### src/include/ext_mem_iface_pkg.sv
// constants and types for the external sram interface
//
// Notes on behaviour
// - muxed lines get pull-ups while matching port output bits are one.
// - keeper holds last driven level while the muxed lines are released.
// - a software bit switches the bus keeper on and off.
// - two-bit wait select gives four cycle lengths for reads and writes.
// - address space splits into lower and upper sector, each own wait.
// - upper sector uses upper wait bits, lower sector uses lower bits.
// - wait select zero means no added wait state.
// - trailing latch strobe only when the next access targets ram.
// - no external access for addresses below 0x2200.
// - by default only 56 KB external space is reachable.
// - mask bits return top address pins to port function and port value.
package ext_mem_iface_pkg;
    // register byte offsets on the axi4-lite slave
    localparam logic [7:0] OFF_CTRL_A = 8'h00;
    localparam logic [7:0] OFF_CTRL_B = 8'h04;
    localparam logic [7:0] OFF_PORT_OUT = 8'h08;
    localparam logic [7:0] OFF_PORT_DIR = 8'h0c;
    localparam logic [7:0] OFF_STATUS = 8'h10;
    // ctrl_a fields
    localparam int SECTOR_LIMIT_POS = 0;
    localparam int LOWER_WAIT_POS = 4;
    localparam int UPPER_WAIT_POS = 6;
    // ctrl_b fields
    localparam int MASK_POS = 0;
    localparam int KEEPER_POS = 7;
    localparam logic [7:0] CTRL_A_RESET = 8'h00;
    localparam logic [7:0] CTRL_B_RESET = 8'h00;
    localparam logic [7:0] PORT_RESET = 8'h00;
    // first external address; below it memory is internal
    localparam logic [15:0] EXT_BASE = 16'h2200;
    localparam logic [1:0] RESP_OKAY = 2'b00;
    localparam logic [1:0] RESP_SLVERR = 2'b10;

    typedef struct packed {
        logic [15:0] addr;
        logic [7:0] wdata;
        logic write;
        logic next_is_ram;
    } mem_req_t;

    typedef struct packed {
        logic [7:0] lo_out;
        logic lo_oe;
        logic [7:0] hi_out;
        logic strobe;
        logic read_n;
        logic write_n;
    } pins_t;

    typedef enum logic [1:0] {
        SEC_IDLE,
        SEC_ADDR,
        SEC_DATA,
        SEC_TAIL
    } bus_state_t;
endpackage : ext_mem_iface_pkg

### src/hw/external_sram_interface.sv
// external sram interface with muxed address/data bus and axi4-lite registers
//
// The address map and register access over AXI4-Lite were chosen for this implementation.
`timescale 1ns/1ns
module external_sram_interface
    import ext_mem_iface_pkg::*;
(
    input wire logic mclk_in,
    input wire logic rst_in,
    input wire logic ce_in,
    // axi4-lite slave
    input wire logic [7:0] awaddr_in,
    input wire logic awvalid_in,
    output logic awready_out,
    input wire logic [31:0] wdata_in,
    input wire logic [3:0] wstrb_in,
    input wire logic wvalid_in,
    output logic wready_out,
    output logic [1:0] bresp_out,
    output logic bvalid_out,
    input wire logic bready_in,
    input wire logic [7:0] araddr_in,
    input wire logic arvalid_in,
    output logic arready_out,
    output logic [31:0] rdata_out,
    output logic [1:0] rresp_out,
    output logic rvalid_out,
    input wire logic rready_in,
    // core data-space request
    input wire logic req_valid_in,
    input wire mem_req_t req_in,
    output logic req_ready_out,
    output logic [7:0] rd_data_out,
    output logic rd_valid_out,
    // external pins
    output logic [7:0] muxed_addr_data_bus_out,
    output logic muxed_addr_data_bus_oe_out,
    input wire logic [7:0] muxed_addr_data_bus_in,
    output logic [7:0] muxed_pullup_en_out,
    output logic muxed_keeper_en_out,
    output logic [7:0] high_address_byte_out,
    output logic [7:0] high_address_byte_oe_out,
    output logic strobe_out,
    output logic read_n_out,
    output logic write_n_out
);
    ////////////////////////////////////////////////////////////////////////////
    // registers
    logic [7:0] ctrl_a;
    logic [7:0] ctrl_b;
    logic [7:0] high_byte_port_out;
    logic [7:0] high_byte_port_dir;
    logic [7:0] next_ctrl_a;
    logic [7:0] next_ctrl_b;
    logic [7:0] next_port_out;
    logic [7:0] next_port_dir;
    logic aw_held;
    logic w_held;
    logic [7:0] aw_addr;
    logic [31:0] w_data;
    logic [3:0] w_strb;
    logic next_aw_held;
    logic next_w_held;
    logic [7:0] next_aw_addr;
    logic [31:0] next_w_data;
    logic [3:0] next_w_strb;
    logic next_bvalid;
    logic [1:0] next_bresp;
    logic next_rvalid;
    logic [31:0] next_rdata;
    logic [1:0] next_rresp;
    logic next_awready;
    logic next_wready;
    logic next_arready;
    logic busy;

    function automatic logic [7:0] lane_merge(input logic [7:0] old,
                                              input logic [31:0] data,
                                              input logic [3:0] strb);
        lane_merge = strb[0] ? data[7:0] : old;
    endfunction : lane_merge

    function automatic logic known_offset(input logic [7:0] off);
        known_offset = (off == OFF_CTRL_A) || (off == OFF_CTRL_B) ||
                       (off == OFF_PORT_OUT) || (off == OFF_PORT_DIR) ||
                       (off == OFF_STATUS);
    endfunction : known_offset

    always_comb begin
        next_ctrl_a = ctrl_a;
        next_ctrl_b = ctrl_b;
        next_port_out = high_byte_port_out;
        next_port_dir = high_byte_port_dir;
        next_aw_held = aw_held;
        next_w_held = w_held;
        next_aw_addr = aw_addr;
        next_w_data = w_data;
        next_w_strb = w_strb;
        next_bvalid = bvalid_out;
        next_bresp = bresp_out;
        next_rvalid = rvalid_out;
        next_rdata = rdata_out;
        next_rresp = rresp_out;
        if (awvalid_in && awready_out) begin
            next_aw_held = 1'b1;
            next_aw_addr = awaddr_in;
        end
        if (wvalid_in && wready_out) begin
            next_w_held = 1'b1;
            next_w_data = wdata_in;
            next_w_strb = wstrb_in;
        end
        if (aw_held && w_held && !bvalid_out) begin
            next_aw_held = 1'b0;
            next_w_held = 1'b0;
            next_bvalid = 1'b1;
            next_bresp = known_offset(aw_addr) ? RESP_OKAY : RESP_SLVERR;
            unique case (aw_addr)
                OFF_CTRL_A: next_ctrl_a = lane_merge(ctrl_a, w_data, w_strb);
                OFF_CTRL_B: next_ctrl_b = lane_merge(ctrl_b, w_data, w_strb);
                OFF_PORT_OUT: next_port_out = lane_merge(high_byte_port_out, w_data, w_strb);
                OFF_PORT_DIR: next_port_dir = lane_merge(high_byte_port_dir, w_data, w_strb);
                default: begin
                end
            endcase
        end else if (bvalid_out && bready_in) begin
            next_bvalid = 1'b0;
        end
        if (arvalid_in && arready_out) begin
            next_rvalid = 1'b1;
            next_rresp = known_offset(araddr_in) ? RESP_OKAY : RESP_SLVERR;
            unique case (araddr_in)
                OFF_CTRL_A: next_rdata = {24'h000000, ctrl_a};
                OFF_CTRL_B: next_rdata = {24'h000000, ctrl_b};
                OFF_PORT_OUT: next_rdata = {24'h000000, high_byte_port_out};
                OFF_PORT_DIR: next_rdata = {24'h000000, high_byte_port_dir};
                OFF_STATUS: next_rdata = {31'h00000000, busy};
                default: next_rdata = 32'h00000000;
            endcase
        end else if (rvalid_out && rready_in) begin
            next_rvalid = 1'b0;
        end
        next_awready = !next_aw_held && !next_bvalid;
        next_wready = !next_w_held && !next_bvalid;
        next_arready = !next_rvalid;
    end

    always_ff @(posedge mclk_in) begin
        if (rst_in) begin
            ctrl_a <= CTRL_A_RESET;
            ctrl_b <= CTRL_B_RESET;
            high_byte_port_out <= PORT_RESET;
            high_byte_port_dir <= PORT_RESET;
            aw_held <= 1'b0;
            w_held <= 1'b0;
            aw_addr <= 8'h00;
            w_data <= 32'h00000000;
            w_strb <= 4'h0;
            bvalid_out <= 1'b0;
            bresp_out <= RESP_OKAY;
            rvalid_out <= 1'b0;
            rdata_out <= 32'h00000000;
            rresp_out <= RESP_OKAY;
            awready_out <= 1'b0;
            wready_out <= 1'b0;
            arready_out <= 1'b0;
        end else if (ce_in) begin
            ctrl_a <= next_ctrl_a;
            ctrl_b <= next_ctrl_b;
            high_byte_port_out <= next_port_out;
            high_byte_port_dir <= next_port_dir;
            aw_held <= next_aw_held;
            w_held <= next_w_held;
            aw_addr <= next_aw_addr;
            w_data <= next_w_data;
            w_strb <= next_w_strb;
            bvalid_out <= next_bvalid;
            bresp_out <= next_bresp;
            rvalid_out <= next_rvalid;
            rdata_out <= next_rdata;
            rresp_out <= next_rresp;
            awready_out <= next_awready;
            wready_out <= next_wready;
            arready_out <= next_arready;
        end
    end

    ////////////////////////////////////////////////////////////////////////////
    // bus sequencer
    bus_state_t state;
    bus_state_t next_state;
    mem_req_t cur;
    mem_req_t next_cur;
    logic [1:0] wait_cnt;
    logic [1:0] next_wait_cnt;
    logic [1:0] wait_sel;
    logic [7:0] last_drive;
    logic [7:0] next_last_drive;
    pins_t pins;
    pins_t next_pins;
    logic [7:0] next_rd_data;
    logic next_rd_valid;
    logic next_req_ready;
    logic [7:0] mask_bits;
    logic [7:0] next_hi_oe;
    logic take;

    wait_select u_wait_select (
        .addr_in(req_in.addr),
        .sector_limit_in(ctrl_a[SECTOR_LIMIT_POS +: 4]),
        .lower_wait_in(ctrl_a[LOWER_WAIT_POS +: 2]),
        .upper_wait_in(ctrl_a[UPPER_WAIT_POS +: 2]),
        .wait_out(wait_sel)
    );

    // mask code n releases the top n address pins, code zero none
    always_comb begin
        unique case (ctrl_b[MASK_POS +: 3])
            3'h0: mask_bits = 8'h00;
            3'h1: mask_bits = 8'h80;
            3'h2: mask_bits = 8'hc0;
            3'h3: mask_bits = 8'he0;
            3'h4: mask_bits = 8'hf0;
            3'h5: mask_bits = 8'hf8;
            3'h6: mask_bits = 8'hfc;
            3'h7: mask_bits = 8'hfe;
        endcase
    end

    assign busy = (state != SEC_IDLE);
    // internal space never produces an external cycle
    assign take = req_valid_in && req_ready_out && (req_in.addr >= EXT_BASE);

    always_comb begin
        next_state = state;
        next_cur = cur;
        next_wait_cnt = wait_cnt;
        next_last_drive = last_drive;
        next_pins = pins;
        next_rd_data = rd_data_out;
        next_rd_valid = 1'b0;
        next_req_ready = 1'b0;
        unique case (state)
            SEC_IDLE: begin
                next_req_ready = 1'b1;
                next_pins.strobe = 1'b0;
                if (take) begin
                    next_cur = req_in;
                    next_wait_cnt = wait_sel;
                    next_pins.strobe = 1'b1;
                    next_pins.lo_out = req_in.addr[7:0];
                    next_pins.lo_oe = 1'b1;
                    next_pins.hi_out = req_in.addr[15:8];
                    next_last_drive = req_in.addr[7:0];
                    next_req_ready = 1'b0;
                    next_state = SEC_ADDR;
                end
            end
            SEC_ADDR: begin
                // strobe falls here; the external latch holds the address
                next_pins.strobe = 1'b0;
                if (cur.write) begin
                    next_pins.lo_out = cur.wdata;
                    next_pins.lo_oe = 1'b1;
                    next_pins.write_n = 1'b0;
                    next_last_drive = cur.wdata;
                end else begin
                    next_pins.lo_oe = 1'b0;
                    next_pins.read_n = 1'b0;
                end
                next_state = SEC_DATA;
            end
            SEC_DATA: begin
                if (wait_cnt != 2'h0) begin
                    next_wait_cnt = wait_cnt - 2'h1;
                end else begin
                    // zero wait select ends after one data period
                    if (!cur.write) begin
                        next_rd_data = muxed_addr_data_bus_in;
                        next_rd_valid = 1'b1;
                    end
                    next_pins.read_n = 1'b1;
                    next_pins.write_n = 1'b1;
                    next_pins.lo_oe = 1'b0;
                    // trailing strobe only ahead of another ram access
                    next_pins.strobe = cur.next_is_ram;
                    next_state = SEC_TAIL;
                end
            end
            SEC_TAIL: begin
                next_pins.strobe = 1'b0;
                next_req_ready = 1'b1;
                next_state = SEC_IDLE;
            end
        endcase
    end

    // released top pins show the port value and port direction
    always_comb begin
        next_hi_oe = mask_bits & high_byte_port_dir;
        next_hi_oe = next_hi_oe | ~mask_bits;
    end

    always_ff @(posedge mclk_in) begin
        if (rst_in) begin
            state <= SEC_IDLE;
            cur <= '0;
            wait_cnt <= 2'h0;
            last_drive <= 8'h00;
            pins <= '{lo_out: 8'h00, lo_oe: 1'b0, hi_out: 8'h00, strobe: 1'b0,
                      read_n: 1'b1, write_n: 1'b1};
            rd_data_out <= 8'h00;
            rd_valid_out <= 1'b0;
            req_ready_out <= 1'b0;
            muxed_addr_data_bus_out <= 8'h00;
            muxed_addr_data_bus_oe_out <= 1'b0;
            muxed_pullup_en_out <= 8'h00;
            muxed_keeper_en_out <= 1'b0;
            high_address_byte_out <= 8'h00;
            high_address_byte_oe_out <= 8'h00;
            strobe_out <= 1'b0;
            read_n_out <= 1'b1;
            write_n_out <= 1'b1;
        end else if (ce_in) begin
            state <= next_state;
            cur <= next_cur;
            wait_cnt <= next_wait_cnt;
            last_drive <= next_last_drive;
            pins <= next_pins;
            rd_data_out <= next_rd_data;
            rd_valid_out <= next_rd_valid;
            req_ready_out <= next_req_ready;
            // keeper replays the last driven byte while the bus is released
            muxed_addr_data_bus_out <= next_pins.lo_oe ? next_pins.lo_out : next_last_drive;
            muxed_addr_data_bus_oe_out <= next_pins.lo_oe;
            muxed_pullup_en_out <= next_port_out;
            muxed_keeper_en_out <= next_ctrl_b[KEEPER_POS];
            high_address_byte_out <= (next_pins.hi_out & ~mask_bits) |
                                     (next_port_out & mask_bits);
            high_address_byte_oe_out <= next_hi_oe;
            strobe_out <= next_pins.strobe;
            read_n_out <= next_pins.read_n;
            write_n_out <= next_pins.write_n;
        end
    end
endmodule : external_sram_interface

### src/hw/wait_select.sv
// picks the wait setting for an address from the two sector fields
`timescale 1ns/1ns
module wait_select
    import ext_mem_iface_pkg::*;
(
    input wire logic [15:0] addr_in,
    input wire logic [3:0] sector_limit_in,
    input wire logic [1:0] lower_wait_in,
    input wire logic [1:0] upper_wait_in,
    output logic [1:0] wait_out
);
    // limit zero keeps one sector over the whole space
    always_comb begin
        if (sector_limit_in != 4'h0 && addr_in[15:12] >= sector_limit_in) begin
            wait_out = upper_wait_in;
        end else begin
            wait_out = lower_wait_in;
        end
    end
endmodule : wait_select

### config.mk
export PLATFORM = sky130hd
export DESIGN_NAME = external_sram_interface
export DESIGN_NICKNAME = d
export VERILOG_FILES = /design/src/include/ext_mem_iface_pkg.sv /design/src/hw/external_sram_interface.sv /design/src/hw/wait_select.sv
export SDC_FILE = /design/constraint.sdc
export NUM_CORES = 1
export LEC_CHECK = 0
export ABC_AREA = 0
export BUFFER_PORTS_ARGS = -buffer_cell sky130_fd_sc_hd__clkbuf_2
export CAP_MARGIN = 25
export CORE_AREA = 4 4 120 122
export CTS_BUF_LIST = sky130_fd_sc_hd__clkbuf_8
export DETAILED_ROUTE_END_ITERATION = 10
export DIE_AREA = 0 0 124 126
export MAX_ROUTING_LAYER = met4
export PLACE_DENSITY = 0.73
export SETUP_SLACK_MARGIN = 0.2
export SLEW_MARGIN = 15
export SYNTH_ARGS = -nofsm -noshare
export SYNTH_HDL_FRONTEND = slang
export SYNTH_HIERARCHICAL = 1
export SYNTH_SLANG_ARGS = --single-unit
### constraint.sdc
create_clock -name mclk_in -period 2.3 [get_ports mclk_in]
set_input_delay 0.46 -clock mclk_in [delete_from_list [all_inputs] [get_ports mclk_in]]
set_output_delay 0.46 -clock mclk_in [all_outputs]
set_load 0.03 [all_outputs]
==> summary.txt <==
Setup path
  • CP peak stage delay: about 0.4 ns
  • Worst-path fanout max: 6
  • Type of the worst setup path: reg2reg
  • Critical Path AT: 2.34 ns
  • WP data required: 2.65 ns
  • Slowest cell on crit path: dfxtp_1
  • CP startpoint kind: flip-flop
  • Crit-path cells: inv_1 -> ha_1 -> nor2b_1 -> o31a_1 -> nor3_2 -> o31ai_2 -> o32ai_1
  • CP Capture Type: flip-flop

Finish
  • Nets: 970
  • Fin cells: roughly 1100
  • Area grow syn2layout: 16.6%
  • Fin area: approximately 0.0077 sq mm
  • N_diodes: 0
  • Share of layout cells above drive strength 1: between 20% and 30%
  • Sequential Area: around 0.0030 sq mm
  • Fill cells: roughly 1200
  • Multi-input gate area: around 0.0032 sq mm

Global routing
  • Tot GR Track Use: 21.5%
  • Antenna violations before repair: 0
  • Vias in the first global route: 5092
  • First-pass GRT wire length: roughly 26 mm
  • Largest net degree at the start of global routing: approximately 130
  • Remaining global-route overflow: 0

Logic synthesis
  • Netlist cell types: between 60 and 70
  • Sequential area share after synthesis: a little under half
  • Primary FF master, synth: dfxtp_1
  • Mapped Cells: roughly 750
  • Post-synth EDFFs: 0
  • Mean Syn Cell Area: 8.78 sq um
  • Top cells by area, synth: dfxtp_1 45%, nand2_1 8.5%, a21oi_1 7.9%, mux2i_1 4.1%, buf_4 3.7%
  • Ys Warns: 6
  • Post-synthesis cell type with the largest combined area: dfxtp_1
  • Post-synth top area share: a little under half
  • Ys async rst share: 0%
  • Yosys reg bits: 148
  • Cell area after synthesis: 0.00657 sq mm
  • Most frequent cells after synthesis: 148 x dfxtp_1, 148 x nand2_1, 104 x a21oi_1

Timing
  • Relative slew slack: 53.2%
  • Clock skew: ~0.011 ns
  • Fin crit period: between 1.5 and 2 ns
  • WHS: about 0.23 ns
  • Worst-Margin Slew: between 0.6 and 0.7 ns
  • Setup violators final: 0
  • Fmax: between 500 and 600 MHz
  • Final Max Slew Viols: 0
  • Final period utilization: 86.8%
  • Post-route setup TNS: 0 ns
  • RSZ-0062 raised after global routing: yes
  • Final Hold Fails: 0

Outcome
  • Status: completed

Placement
  • DP HPWL: around 12 mm
  • Placed cells: 1023
  • Area post-placement: ~0.0073 sq mm
  • GPL Wtd Cong: 0.847
  • IO buf count: about 130

CTS
  • Clk Latency, worst-skew pair: 0.44 ns
  • Clock slew at reported path FFs: approximately 0.070 ns
  • # H-tree levels: 4
  • CTS tree: built
  • # clock sinks: approximately 150
  • CTS max path bufs: 2
  • CTS Root Cell: clkbuf_8
  • Postcts setup bufs: 0
  • Hold Buf Count CTS: 0
  • TritonCTS Buffers: 17

Drt
  • DR vias: 5595
  • Routed WL: about 16 mm
  • First drt pass iteration count: 6
  • Initial DRC Count: around 470
  • Vias per inst: roughly 5.3
  • Post-DRT Antenna Nets: 0
  • # DRC: 0
  • Routed len/inst: 15.4 um

Floorplanning
  • Die area: roughly 0.016 sq mm
  • Starting Density: 49.8%
  • Io pins: 183
  • Core area: between 0.01 and 0.015 sq mm
  • Num rows: between 40 and 50
  • Die height: 126 um
  • Die Width: between 100 and 150 um

Power
  • Leak pwr: roughly 3.0 nW
  • Power per Cell Area: about 680 mW/mm^2
  • Tot Pwr: approximately 5.2 mW
  • Peak VDD IR: between 0.3 and 0.4 mV

Flow run
  • MaxCap Viol Count: 0

Min path
  • Worst min path class: in2reg
[where the power goes]
part	leakage (nW)	internal, mW	switching, mW
Combinational	1.61	0.221	0.438
Sequential	1.20	2.63	0.0535
Clock	0.200	0.935	0.900
Total	3.01	3.79	1.39
[area by class of cell]
cell class | instances | area share, %
inverters | 23 | 1.13
well taps | 176 | 2.87
multi-input cells | 528 | 42.0
clock buffers | 21 | 3.77
clock inverters | 9 | 0.866
flip-flops and latches | 148 | 38.7
repair buffers | 148 | 10.7
[worst max-delay path: cells and delay by family, from the launching register on]
family	cells	cell delay [ns]
and+or+nand+nor	2	0.41
adders and majority gates	1	0.26
DFF	1	0.40
buffers and inverters	1	0.09
AOI/OAI and AO/OA	3	0.74
[metrics by stage]
stage / setup slack (ns) / util [%]
after floorplan: 0.430 / -
after global placement: 0.0710 / 55.2
after detailed placement: 0.0606 / 55.2
after CTS: 0.236 / 57.9
after global routing: 0.197 / 58.1
final: 0.304 / 58.1
[timing repair]
item,in CTS,in global routing
gates resized for setup,1,6
endpoints found under the setup margin,18,54
gates cloned,0,0
hold endpoints to repair,0,0
[state kept, by name, indices dropped and copies added (netlist names), 2 cells and up]
name	cells
state	2
mask_bits	7
muxed_addr_data_bus_out	8
muxed_pullup_en_out	8
w_data	8
rd_data_out	8
aw_addr	8
ctrl_b	8
high_address_byte_oe_out	8
wait_cnt	2
pins	19
high_byte_port_dir	8
cur	10
last_drive	8
rdata_out	8
high_address_byte_out	8
ctrl_a	8
[cells by family (layout without fill, tap and decap cells)]
logic type | after synthesis | count (layout) | share of synthesized area [%]
mux | 44 | 44 | 8.49
other cells | 1 | 26 | 0.0571
buf+inv | 97 | 201 | 7.73
simple gates | 260 | 260 | 18.2
fa+ha+maj | 9 | 9 | 1.71
flops | 148 | 148 | 45.1
compound gates | 189 | 189 | 18.7
[cells in the final DEF, fill, tap and decap left out, types with 7 or more instances in the layout]
| cell type | count |
|---|---|
| mux4_2 | 8 |
| ha_1 | 8 |
| clkbuf_8 | 21 |
| nand2_1 | 148 |
| conb_1 | 26 |
| mux2i_1 | 27 |
| a311oi_1 | 8 |
| clkbuf_2 | 128 |
| nand3_1 | 16 |
| a32o_1 | 7 |
| a211oi_1 | 10 |
| buf_4 | 17 |
| a22o_1 | 8 |
| a21oi_1 | 104 |
| dfxtp_1 | 148 |
| o21ai_0 | 7 |
| nor2b_1 | 8 |
| nor2_1 | 54 |
| inv_1 | 26 |
[metal layers]
metal	up-vias	global-route usage [%]	wire, um
met3	16	4.62	959
met1	2602	27.3	7120
li1	2800	-	-
met5	-	-	0
met4	0	7.93	235
met2	177	33.5	7920
[final timing paths]
path,from,slack (ns),to,cells after the start
worst max-delay path,state[0],0.30,muxed_addr_data_bus_out[2],7
worst max register to register,state[0],0.30,muxed_addr_data_bus_out[2],7
worst min register to register,ctrl_b[4],0.45,ctrl_b[4],2
worst min-delay path,awaddr_in[5],0.23,aw_addr[5],3
Power figures use the tool's default switching activity.
